`src/spi_errata_regs.svh`:
```
`ifndef SPI_ERRATA_REGS_SVH
`define SPI_ERRATA_REGS_SVH

`define DIV_W        8
`define DATA_W       16
`define NUM_CS       4
`define DIV_ONE      8'h01
`define DIV_RESET    8'h02
`define BITS_W       5
`define BITS_RESET   5'h08

`endif

```
`src/spi_errata_pkg.sv`:
```
package spi_errata_pkg;

   typedef struct packed {
      logic       clock_polarity_bit;
      logic       clock_phase_bit;
      logic       cs_hold_after_transfer;
      logic [7:0] serial_clock_divider;
   } cs_config_t;

   typedef struct packed {
      logic        valid;
      logic [15:0] data;
   } word_t;

   typedef enum logic [3:0] {
      ST_IDLE  = 4'b0001,
      ST_LEAD  = 4'b0010,
      ST_SHIFT = 4'b0100,
      ST_HOLD  = 4'b1000
   } xfer_state_t;

endpackage

```
`src/spi_errata_behaviour.sv`:
```
`timescale 1ns/1ps
`include "spi_errata_regs.svh"

module spi_errata_behaviour (
   input  wire logic                          clk,
   input  wire logic                          reset,
   input  wire logic                          enable,
   input  wire logic                          target_mode,
   input  wire logic                          soft_reset_bit,
   input  wire logic                          mode_fault_disable,
   input  wire logic [1:0]                    cs_select,
   input  wire spi_errata_pkg::cs_config_t    cs_config [`NUM_CS],
   input  wire logic                          tx_write,
   input  wire logic [`DATA_W-1:0]            tx_wdata,
   input  wire logic                          rx_read,
   input  wire logic                          miso,
   input  wire logic                          target_sck,
   input  wire logic                          target_cs_n,
   input  wire logic                          target_mosi,
   output logic                               tx_empty_flag,
   output logic                               tx_lost_pulse,
   output logic                               rx_full_flag,
   output logic [`DATA_W-1:0]                 rx_data,
   output logic                               sck,
   output logic                               mosi,
   output logic [`NUM_CS-1:0]                 cs_n,
   output logic                               target_miso,
   output logic                               busy
);
   // ==========================================
   // Declarations
   spi_errata_pkg::xfer_state_t state_reg, state_next;
   spi_errata_pkg::word_t       tx_data_reg, tx_data_next;
   logic [`DATA_W-1:0]          shift_reg, shift_next;
   logic [`DATA_W-1:0]          rx_reg, rx_next;
   logic [`BITS_W-1:0]          bits_reg, bits_next;
   logic                        empty_reg, empty_next;
   logic                        rxf_reg, rxf_next;
   logic                        lost_reg, lost_next;
   logic                        sck_reg, sck_next;
   logic                        phase_reg, phase_next;
   logic [`NUM_CS-1:0]          cs_reg, cs_next;
   logic [1:0]                  cur_cs_reg, cur_cs_next;
   logic                        prev_one_reg, prev_one_next;
   logic                        glitch_reg, glitch_next;
   logic                        tsck_reg, tsck_next;
   logic                        active;
   logic                        blocked;
   logic                        tick;
   logic                        t_rise;
   spi_errata_pkg::cs_config_t  cfg;

   // ==========================================
   // Derived conditions
   assign active  = enable | target_mode;
   assign blocked = cs_config[0].cs_hold_after_transfer & ~mode_fault_disable;
   assign cfg     = cs_config[cur_cs_reg];
   assign t_rise  = target_mode & ~target_cs_n & target_sck & ~tsck_reg;

   clock_divider_tick u_div (
      .clk     (clk),
      .reset   (reset),
      .run     (state_reg == spi_errata_pkg::ST_SHIFT),
      .divider (cfg.serial_clock_divider),
      .tick    (tick)
   );

   // ==========================================
   // Next state
   always_comb begin
      state_next    = state_reg;
      tx_data_next  = tx_data_reg;
      shift_next    = shift_reg;
      rx_next       = rx_reg;
      bits_next     = bits_reg;
      empty_next    = empty_reg;
      rxf_next      = rxf_reg;
      lost_next     = 1'b0;
      sck_next      = sck_reg;
      phase_next    = phase_reg;
      cs_next       = cs_reg;
      cur_cs_next   = cur_cs_reg;
      prev_one_next = prev_one_reg;
      glitch_next   = 1'b0;
      tsck_next     = target_sck;

      if (rx_read) begin
         rxf_next = 1'b0;
      end

      if (tx_write) begin
         if (active) begin
            tx_data_next = '{valid: 1'b1, data: tx_wdata};
            empty_next   = 1'b0;
         end else begin
            lost_next = 1'b1;
         end
      end

      if (target_mode) begin
         if (t_rise) begin
            rx_next   = {rx_reg[`DATA_W-2:0], target_mosi};
            shift_next = {shift_reg[`DATA_W-2:0], 1'b0};
            bits_next = bits_reg + `BITS_W'(1);
            if (bits_reg == `BITS_W'(`DATA_W - 1)) begin
               bits_next = '0;
               rxf_next  = 1'b1;
               if (tx_data_reg.valid) begin
                  shift_next   = tx_data_reg.data;
                  // Same-cycle write stays pending
                  if (!tx_write) begin
                     tx_data_next = '{valid: 1'b0, data: tx_data_reg.data};
                     empty_next   = 1'b1;
                  end
               end
            end
         end
      end else begin
         case (state_reg)
            spi_errata_pkg::ST_IDLE: begin
               sck_next = cfg.clock_polarity_bit;
               if (tx_data_reg.valid && active && !blocked) begin
                  cur_cs_next  = cs_select;
                  shift_next   = tx_data_reg.data;
                  // Same-cycle write stays pending
                  if (!tx_write) begin
                     tx_data_next = '{valid: 1'b0, data: tx_data_reg.data};
                     empty_next   = 1'b1;
                  end
                  bits_next    = '0;
                  phase_next   = 1'b0;
                  state_next   = spi_errata_pkg::ST_LEAD;
               end
            end
            spi_errata_pkg::ST_LEAD: begin
               cs_next  = ~(`NUM_CS'(1) << cur_cs_reg);
               sck_next = cfg.clock_polarity_bit;
               // Divider changed to or from 1, idle-high, phase 0
               if (cfg.clock_polarity_bit && !cfg.clock_phase_bit &&
                   (prev_one_reg != (cfg.serial_clock_divider <= `DIV_ONE))) begin
                  glitch_next = 1'b1;
               end
               prev_one_next = (cfg.serial_clock_divider <= `DIV_ONE);
               state_next    = spi_errata_pkg::ST_SHIFT;
            end
            spi_errata_pkg::ST_SHIFT: begin
               // Extra pulse takes the place of a tick
               if (tick && !glitch_reg) begin
                  sck_next   = ~sck_reg;
                  phase_next = ~phase_reg;
                  if (phase_reg == cfg.clock_phase_bit) begin
                     rx_next = {rx_reg[`DATA_W-2:0], miso};
                  end else if (phase_reg || bits_reg != '0) begin
                     // First bit already stands on the line
                     shift_next = {shift_reg[`DATA_W-2:0], 1'b0};
                  end
                  if (phase_reg) begin
                     bits_next = bits_reg + `BITS_W'(1);
                     if (bits_reg == `BITS_W'(`DATA_W - 1)) begin
                        bits_next  = '0;
                        rxf_next   = 1'b1;
                        state_next = spi_errata_pkg::ST_HOLD;
                     end
                  end
               end
            end
            spi_errata_pkg::ST_HOLD: begin
               sck_next = cfg.clock_polarity_bit;
               if (!cfg.cs_hold_after_transfer) begin
                  cs_next = '1;
               end
               state_next = spi_errata_pkg::ST_IDLE;
            end
            default: state_next = spi_errata_pkg::ST_IDLE;
         endcase
      end
      if (glitch_reg) begin
         sck_next = ~sck_reg;
      end
   end

   // ==========================================
   // Registers
   always_ff @(posedge clk) begin
      if (reset || soft_reset_bit) begin
         state_reg    <= spi_errata_pkg::ST_IDLE;
         tx_data_reg  <= '0;
         shift_reg    <= '0;
         rx_reg       <= '0;
         bits_reg     <= '0;
         empty_reg    <= 1'b1;
         rxf_reg      <= 1'b0;
         lost_reg     <= 1'b0;
         sck_reg      <= 1'b0;
         phase_reg    <= 1'b0;
         cs_reg       <= '1;
         cur_cs_reg   <= '0;
         prev_one_reg <= 1'b0;
         glitch_reg   <= 1'b0;
         tsck_reg     <= 1'b0;
      end else begin
         state_reg    <= state_next;
         tx_data_reg  <= tx_data_next;
         shift_reg    <= shift_next;
         rx_reg       <= rx_next;
         bits_reg     <= bits_next;
         empty_reg    <= empty_next;
         rxf_reg      <= rxf_next;
         lost_reg     <= lost_next;
         sck_reg      <= sck_next;
         phase_reg    <= phase_next;
         cs_reg       <= cs_next;
         cur_cs_reg   <= cur_cs_next;
         prev_one_reg <= prev_one_next;
         glitch_reg   <= glitch_next;
         tsck_reg     <= tsck_next;
      end
   end

   assign tx_empty_flag = empty_reg;
   assign tx_lost_pulse = lost_reg;
   assign rx_full_flag  = rxf_reg;
   assign rx_data       = rx_reg;
   assign sck           = sck_reg;
   assign mosi          = shift_reg[`DATA_W-1];
   assign cs_n          = cs_reg;
   assign target_miso   = shift_reg[`DATA_W-1];
   assign busy          = (state_reg != spi_errata_pkg::ST_IDLE);
endmodule

```
`src/clock_divider_tick.sv`:
```
`timescale 1ns/1ps
`include "spi_errata_regs.svh"

// ==========================================
// Half-period tick generator
module clock_divider_tick (
   input  wire logic                clk,
   input  wire logic                reset,
   input  wire logic                run,
   input  wire logic [`DIV_W-1:0]   divider,
   output logic                     tick
);
   logic [`DIV_W-1:0] count_reg;
   logic [`DIV_W-1:0] count_next;

   always_comb begin
      count_next = count_reg;
      tick       = 1'b0;
      if (!run) begin
         count_next = '0;
      end else if (count_reg + `DIV_W'(1) >= divider) begin
         count_next = '0;
         tick       = 1'b1;
      end else begin
         count_next = count_reg + `DIV_W'(1);
      end
   end

   always_ff @(posedge clk) begin
      if (reset) begin
         count_reg <= '0;
      end else begin
         count_reg <= count_next;
      end
   end
endmodule

```
`config.mk`:
```
export PLATFORM = sky130hd
export DESIGN_NAME = spi_errata_behaviour
export DESIGN_NICKNAME = d
export VERILOG_FILES = /design/src/spi_errata_pkg.sv /design/src/spi_errata_behaviour.sv /design/src/clock_divider_tick.sv
export VERILOG_INCLUDE_DIRS = /design/src /design/src/src
export SDC_FILE = /design/constraint.sdc
export NUM_CORES = 1
export LEC_CHECK = 0
export BUFFER_PORTS_ARGS = -buffer_cell sky130_fd_sc_hd__buf_2
export CAP_MARGIN = 5
export CORE_MARGIN = 5
export CORE_UTILIZATION = 25
export CTS_BUF_LIST = sky130_fd_sc_hd__clkbuf_8 sky130_fd_sc_hd__clkbuf_16
export DETAILED_ROUTE_END_ITERATION = 16
export GPL_ROUTABILITY_DRIVEN = 0
export PLACE_DENSITY = 0.45
export SETUP_SLACK_MARGIN = 0.1
export SYNTH_ARGS = -nofsm -noshare
export SYNTH_HDL_FRONTEND = slang
export SYNTH_SLANG_ARGS = --single-unit
```
`constraint.sdc`:
```
create_clock -name clk -period 3.9 [get_ports clk]
set_input_delay 0.39 -clock clk [delete_from_list [all_inputs] [get_ports clk]]
set_output_delay 0.39 -clock clk [all_outputs]
set_load 0.02 [all_outputs]
```
==> out/metrics.cfg, run 1 <==
[run_status]
status=completed

[logic_synthesis]
async_flop_share_pct=0
synth_cells=473
synth_ff_type=dfxtp_1
synth_seq_cells=80
synthesis.area_um2=4280
yosys_warnings=0
ys_seq_area_share_pct=37.5
synth_nets=558
syn_area_per_cell_um2=9.04
synth_edf_count=0
synth.distinct_cells=64

[pwr]
power.density_nw_per_um2=363
power.leakage_uw=0.00198
p_sw_share_pct=23.8
irDropWorstVdd_uv=182
power_frac_clock_pct=45.8
switching_power_uw=444
power_frac_seq_pct=45.1
p_comb_share_pct=9.1
p_int_uw=1420

[detailed_routing]
dr.pass1.iters=5
drt_iter0_drc=198
post_drt_wl_per_cell_um=14.1
postRouteAntennaNets=0
routed_via_density=4.64
drc=0
wl_mm=10.8
vias=3558

[clock_tree]
root_buffer=clkbuf_16
hold_buffers=0
clkLatencyLatePin_ns=0.34
clock_tree.buffer_depth=2
cts_made_buffers=9
h-tree-depth=3
cts_tree=built
clkSinkCount=80
postCtsSetupRepairBufs=0
cts_resized=0
clk_pin_slew_ns=0.06

[sta]
final_max_slew_viol_count=0
timing.fmax_mhz=323
fin_worst_skew_ns=0.0122
finalSetupTns_ns=0
hold_viol=0
layout_min_cycle_time_ns=3.10
max-slew-margin-rel_pct=21.0
setup_viol=0
worst_hold_slack_ns=0.272
rsz0062_at_grt=false
fin_crit_sh_pct=79.4
worstMarginPinSlew_ns=1.18

[die]
pin_count=101
rows=47
die_h_um=141
die_area_um2=19800
coreArea_um2=16700
initial_core_util_pct=25.6
die_x_um=141

[critical_path]
crit_family=compound AO/OA/AOI/OAI gates
path_class=reg2reg
max_stage_delay_ns=0.55
rrSetupSlack_ns=0.80
cp.required_ns=4.15
start_kind=flop
cpMaxStageDelayCell=mux4_2
worst-path-max-fanout=7
cp-end-kind=flop
r2r-end=bits_reg[0]
reg2reg_from=cur_cs_reg[0]
path_cells=buf_4 -> mux4_2 -> inv_1 -> ha_1 -> nand2_1 -> o21ai_0 -> a32o_1 -> a21oi_1 -> or4_4 -> o31ai_2
rr_worst_depth=10
path_buf_inv=2
arrival_ns=3.35

[placement]
numPortBuffers=100
dpl.hpwl_mm=8.19
placedCellCount=751

[global_routing]
grt_pass1_wl_mm=17.4
first_global_vias=3527
grt_overflow=0
grt.total_usage_pct=10.8
grt_max_degree=43
antenna_found_initial=0

[worst_hold_path]
hp-start=target_sck
hp-class=in2reg
worstHoldPathCells=2
min_to=tsck_reg

[final_layout]
diodes=0
fillers=1792
final_nets=627
final_util_pct=30.7
area_growth_pct=19.9
stdcell_count=767
drive_gt1_share_pct=30.0

[job]
maxCapViolCount=0

==> cell usage after synthesis, types with 2 or more instances <==
cell       n  share of area [%]
dfxtp_1   80                 37
nand2_1   61                5.4
nor2_1    32                2.8
o21ai_0   32                3.7
a21oi_1   29                3.4
nand3_1   22                2.6
mux2i_1   20                4.7
buf_4     19                3.3
clkbuf_1  17                1.5
inv_1     16                1.4
a211oi_2  13                3.8
ha_1      11                3.2
mux4_2    11                5.8
nor2b_1    9                1.3
nand2b_1   6               0.88
a211oi_1   5               0.88
buf_2      5               0.59
xnor2_1    5                1.0
xor2_1     5                1.0
a31oi_1    4               0.59
and2_1     4               0.59
nand4_1    4               0.59
and3_1     3               0.44
buf_1      3               0.26
buf_6      3               0.79
nand3b_1   3               0.53
nor2_2     3               0.44
nor3_1     3               0.35
nor4b_1    3               0.61
o311a_1    3               0.70
a221oi_4   2                1.2
a31o_2     2               0.41
o211ai_1   2               0.35
o21a_1     2               0.35
o21ai_1    2               0.23
==> layer usage <==
layer | global-route usage, % | wire length (um) | vias to the layer above
met5 | 0 | 0 | -
met4 | 5.20 | 257 | 0
met3 | 2.24 | 378 | 18
met2 | 18.0 | 5310 | 70
met1 | 13.4 | 4850 | 1660
li1 | - | - | 1810
==> through the flow <==
stage               total power, uW  area, um2  setup slack, ns
floorplan                       969       4280            0.847
global placement               1030       4820            0.846
detailed placement             1030       4820            0.774
CTS                            1900       5120            0.760
global route                   1950       5120            0.497
finish                         1860       5120            0.802
==> cells in the final DEF, fill, tap and decap left out, types with 6 or more instances in the layout <==
cell	Yosys	final
ha_1	11	11
a21oi_1	29	29
buf_2	5	100
mux4_2	11	11
o21ai_0	32	32
inv_1	16	16
nand2b_1	6	6
nand2_1	61	61
dfxtp_1	80	80
nand3_1	22	22
nor2_1	32	31
a211oi_2	13	13
clkbuf_16	0	9
mux2i_1	20	20
nor2b_1	9	9
==> final cells by class <==
cell class                      instances  area, um2  share of cell area [%]
Multi-Input combinational cell        329       2340                    45.7
Inverter                               17       63.8                    1.25
Clock buffer                           10        239                    4.66
Clock inverter                          6       66.3                    1.29
Sequential cell                        80       1600                    31.3
Tap cell                              220        275                    5.37
Timing Repair Buffer                  105        538                    10.5
==> power by group through the flow <==
stage / sequential (uW) / clock [uW] / combinational [uW]
after floorplan: 857 / 0 / 112
after global placement: 858 / 0 / 169
after detailed placement: 858 / 0 / 172
after CTS: 840 / 892 / 172
after global routing: 841 / 920 / 188
final: 840 / 853 / 169
==> how the worst max path moves through the flow <==
stage / startpoint / end / slack (ns) / cells after the start
after floorplan: cur_cs_reg[0] / rx_data[5] / 0.85 / 11
after global placement: cur_cs_reg[0] / rx_data[0] / 0.85 / 9
after detailed placement: cur_cs_reg[0] / rx_data[0] / 0.77 / 10
after CTS: cur_cs_reg[0] / rx_data[0] / 0.76 / 10
after global routing: cur_cs_reg[0] / rx_data[0] / 0.50 / 10
final: cur_cs_reg[0] / bits_reg[0] / 0.80 / 10
==> logic make-up (layout without fill, tap and decap cells) <==
group / count (synthesis) / count (layout) / share of synthesized area, %
xor+xnor: 10 / 10 / 2.05
flops: 80 / 80 / 37.5
compound gates: 111 / 111 / 19.3
fa+ha+maj: 11 / 11 / 3.22
simple gates: 166 / 166 / 19.6
mux: 31 / 31 / 10.5
buf+inv: 64 / 138 / 7.96
(Power assumes the default switching activity.)
==> run 2: changes to the inputs <==
clock period = 3 ns   (was 3.9 ns; I/O delays follow)
==> run 2 against run 1 <==
  * Die area is the same
  * Count of clock-buffer cells in the layout shrank 1
  * Global-route usage up 0.61 points
  * Clock skew fell by 0.0024 ns
  * Non-clock buffer count increased by 20
  * Clock power is 37% higher
  * First-iteration DRC count down 6.1%
  * Critical path type unchanged
  * Critical endpoint unchanged
  * Largest cell class unchanged
==> out/metrics.cfg, run 2 (synthesis gave the netlist of run 1 again) <==
[run_status]
status=completed

[global_routing]
first_global_vias=3545
grt_pass1_wl_mm=18.1
grt_max_degree=42
grt_overflow=0
antenna_found_initial=0
grt.total_usage_pct=11.4

[critical_path]
cp.required_ns=3.26
crit_family=simple AND/OR/NAND/NOR gates
worst-path-max-fanout=7
path_class=reg2reg
cp-end-kind=flop
cpMaxStageDelayCell=mux4_2
start_kind=flop
path_cells=buf_12 -> mux4_2 -> inv_2 -> ha_4 -> and4_4 -> and2_4 -> a32o_2 -> a21oi_2 -> buf_4 -> or4_4 -> o31ai_2
path_buf_inv=3
arrival_ns=3.11
max_stage_delay_ns=0.54

[pwr]
power.leakage_uw=0.00212
power.density_nw_per_um2=459
irDropWorstVdd_uv=253

[final_layout]
layout_common_cells=100 x buf_2, 78 x dfxtp_1, 61 x nand2_1
drive_gt1_share_pct=36.0
fillers=1755
area_growth_pct=28.2
diodes=0
final_common_cell=buf_2
final_nets=647

[die]
coreArea_um2=16700
pin_count=101
initial_core_util_pct=25.6
rows=47
die_area_um2=19800
die_h_um=141
die_x_um=141

[worst_hold_path]
hp-class=in2reg

[sta]
setup_viol=0
setup_slack_ns=0.151
final_max_slew_viol_count=0
worstMarginPinSlew_ns=0.683
layout_min_cycle_time_ns=2.85
fin_crit_sh_pct=95.0
hold_viol=0
rsz0062_at_grt=true
finalSetupTns_ns=0
fin_worst_skew_ns=0.00983
max-slew-margin-rel_pct=54.2
timing.fmax_mhz=351

[detailed_routing]
drt_iter0_drc=186
drc=0
dr.pass1.iters=4
vias=3656
routed_via_density=4.65
postRouteAntennaNets=0
wl_mm=11.6
post_drt_wl_per_cell_um=14.7

[placement]
numPortBuffers=100
pre_cts_slack_ns=0.0470
dpl.hpwl_mm=8.38

[clock_tree]
h-tree-depth=3
clkLatencyLatePin_ns=0.34
hold_buffers=0
clk_pin_slew_ns=0.06
cts_tree=built
clkSinkCount=80
clock_tree.buffer_depth=2
cts_made_buffers=9
root_buffer=clkbuf_16

[job]
maxCapViolCount=0

==> run 2: cell count changes in the layout (fill, tap and decap cells not counted), sizes merged <==
cell,before,now
bufinv,1,2
clkbuf,10,12
clkinv,5,4
buf,105,122
==> run 2: layout make-up <==
cell class | count | area (um2) | area share [%]
clock buffers | 9 | 225 | 4.11
clock inverters | 6 | 86.3 | 1.58
inverters | 17 | 63.8 | 1.16
multi-input cells | 329 | 2450 | 44.7
flip-flops and latches | 80 | 1610 | 29.4
well taps | 220 | 275 | 5.02
repair buffers | 125 | 769 | 14.0
==> run 2: timing repair <==
action / CTS / global route
resized for setup: 2 / 28
setup endpoints to repair: 17 / 37
buffers inserted: 0 / 10
pin swaps: 1 / 21
gates cloned: 0 / 3
==> run 2: per-stage QoR <==
step / instance area, um2 / instances / utilization, % / hold WS [ns] / power (uW)
2_1_floorplan: 4290 / 473 / - / 0.377 / 1260
3_3_place_gp: 4900 / 758 / 29.3 / 0.447 / 1340
3_5_place_dp: 4900 / 758 / 29.3 / 0.452 / 1350
4_1_cts: 5210 / 773 / 31.2 / 0.155 / 2540
5_1_grt: 5480 / 786 / 32.8 / 0.173 / 2620
6_report: 5480 / 786 / 32.8 / 0.175 / 2510
==> run 2: power breakdown <==
part	internal (uW)	switching (uW)	total (uW)
clock	722	444	1170
sequential	1080	11.4	1090
combinational	117	140	257
total	1920	596	2510
==> run 2: path summary, 6_finish.rpt <==
| path | start | end | slack (ns) | cells after the start |
|---|---|---|---|---|
| max | cur_cs_reg[0] | bits_reg[0] | 0.15 | 11 |
| min | target_sck | tsck_reg | 0.17 | 2 |
| max reg2reg | cur_cs_reg[0] | bits_reg[0] | 0.15 | 11 |
| min reg2reg | u_div.count_reg[0] | u_div.count_reg[0] | 0.46 | 1 |
==> run 2: worst reg2reg max path: cells and delay by family, from the launching register on <==
kind,cells,cell delay (ns)
simple gates,3,0.83
fa+ha+maj,1,0.13
flops,1,0.38
buf+inv,3,0.38
mux,1,0.54
compound gates,3,0.52
==> run 2: routing by layer <==
layer / vias up / part of all wire, % / track usage (%) / wire, um
met5: - / 0 / 0 / 0
met4: 0 / 2.3 / 5.15 / 269
met3: 21 / 4.0 / 3.22 / 467
met2: 60 / 49 / 19.1 / 5660
met1: 1732 / 45 / 13.7 / 5170
li1: 1843 / - / - / -
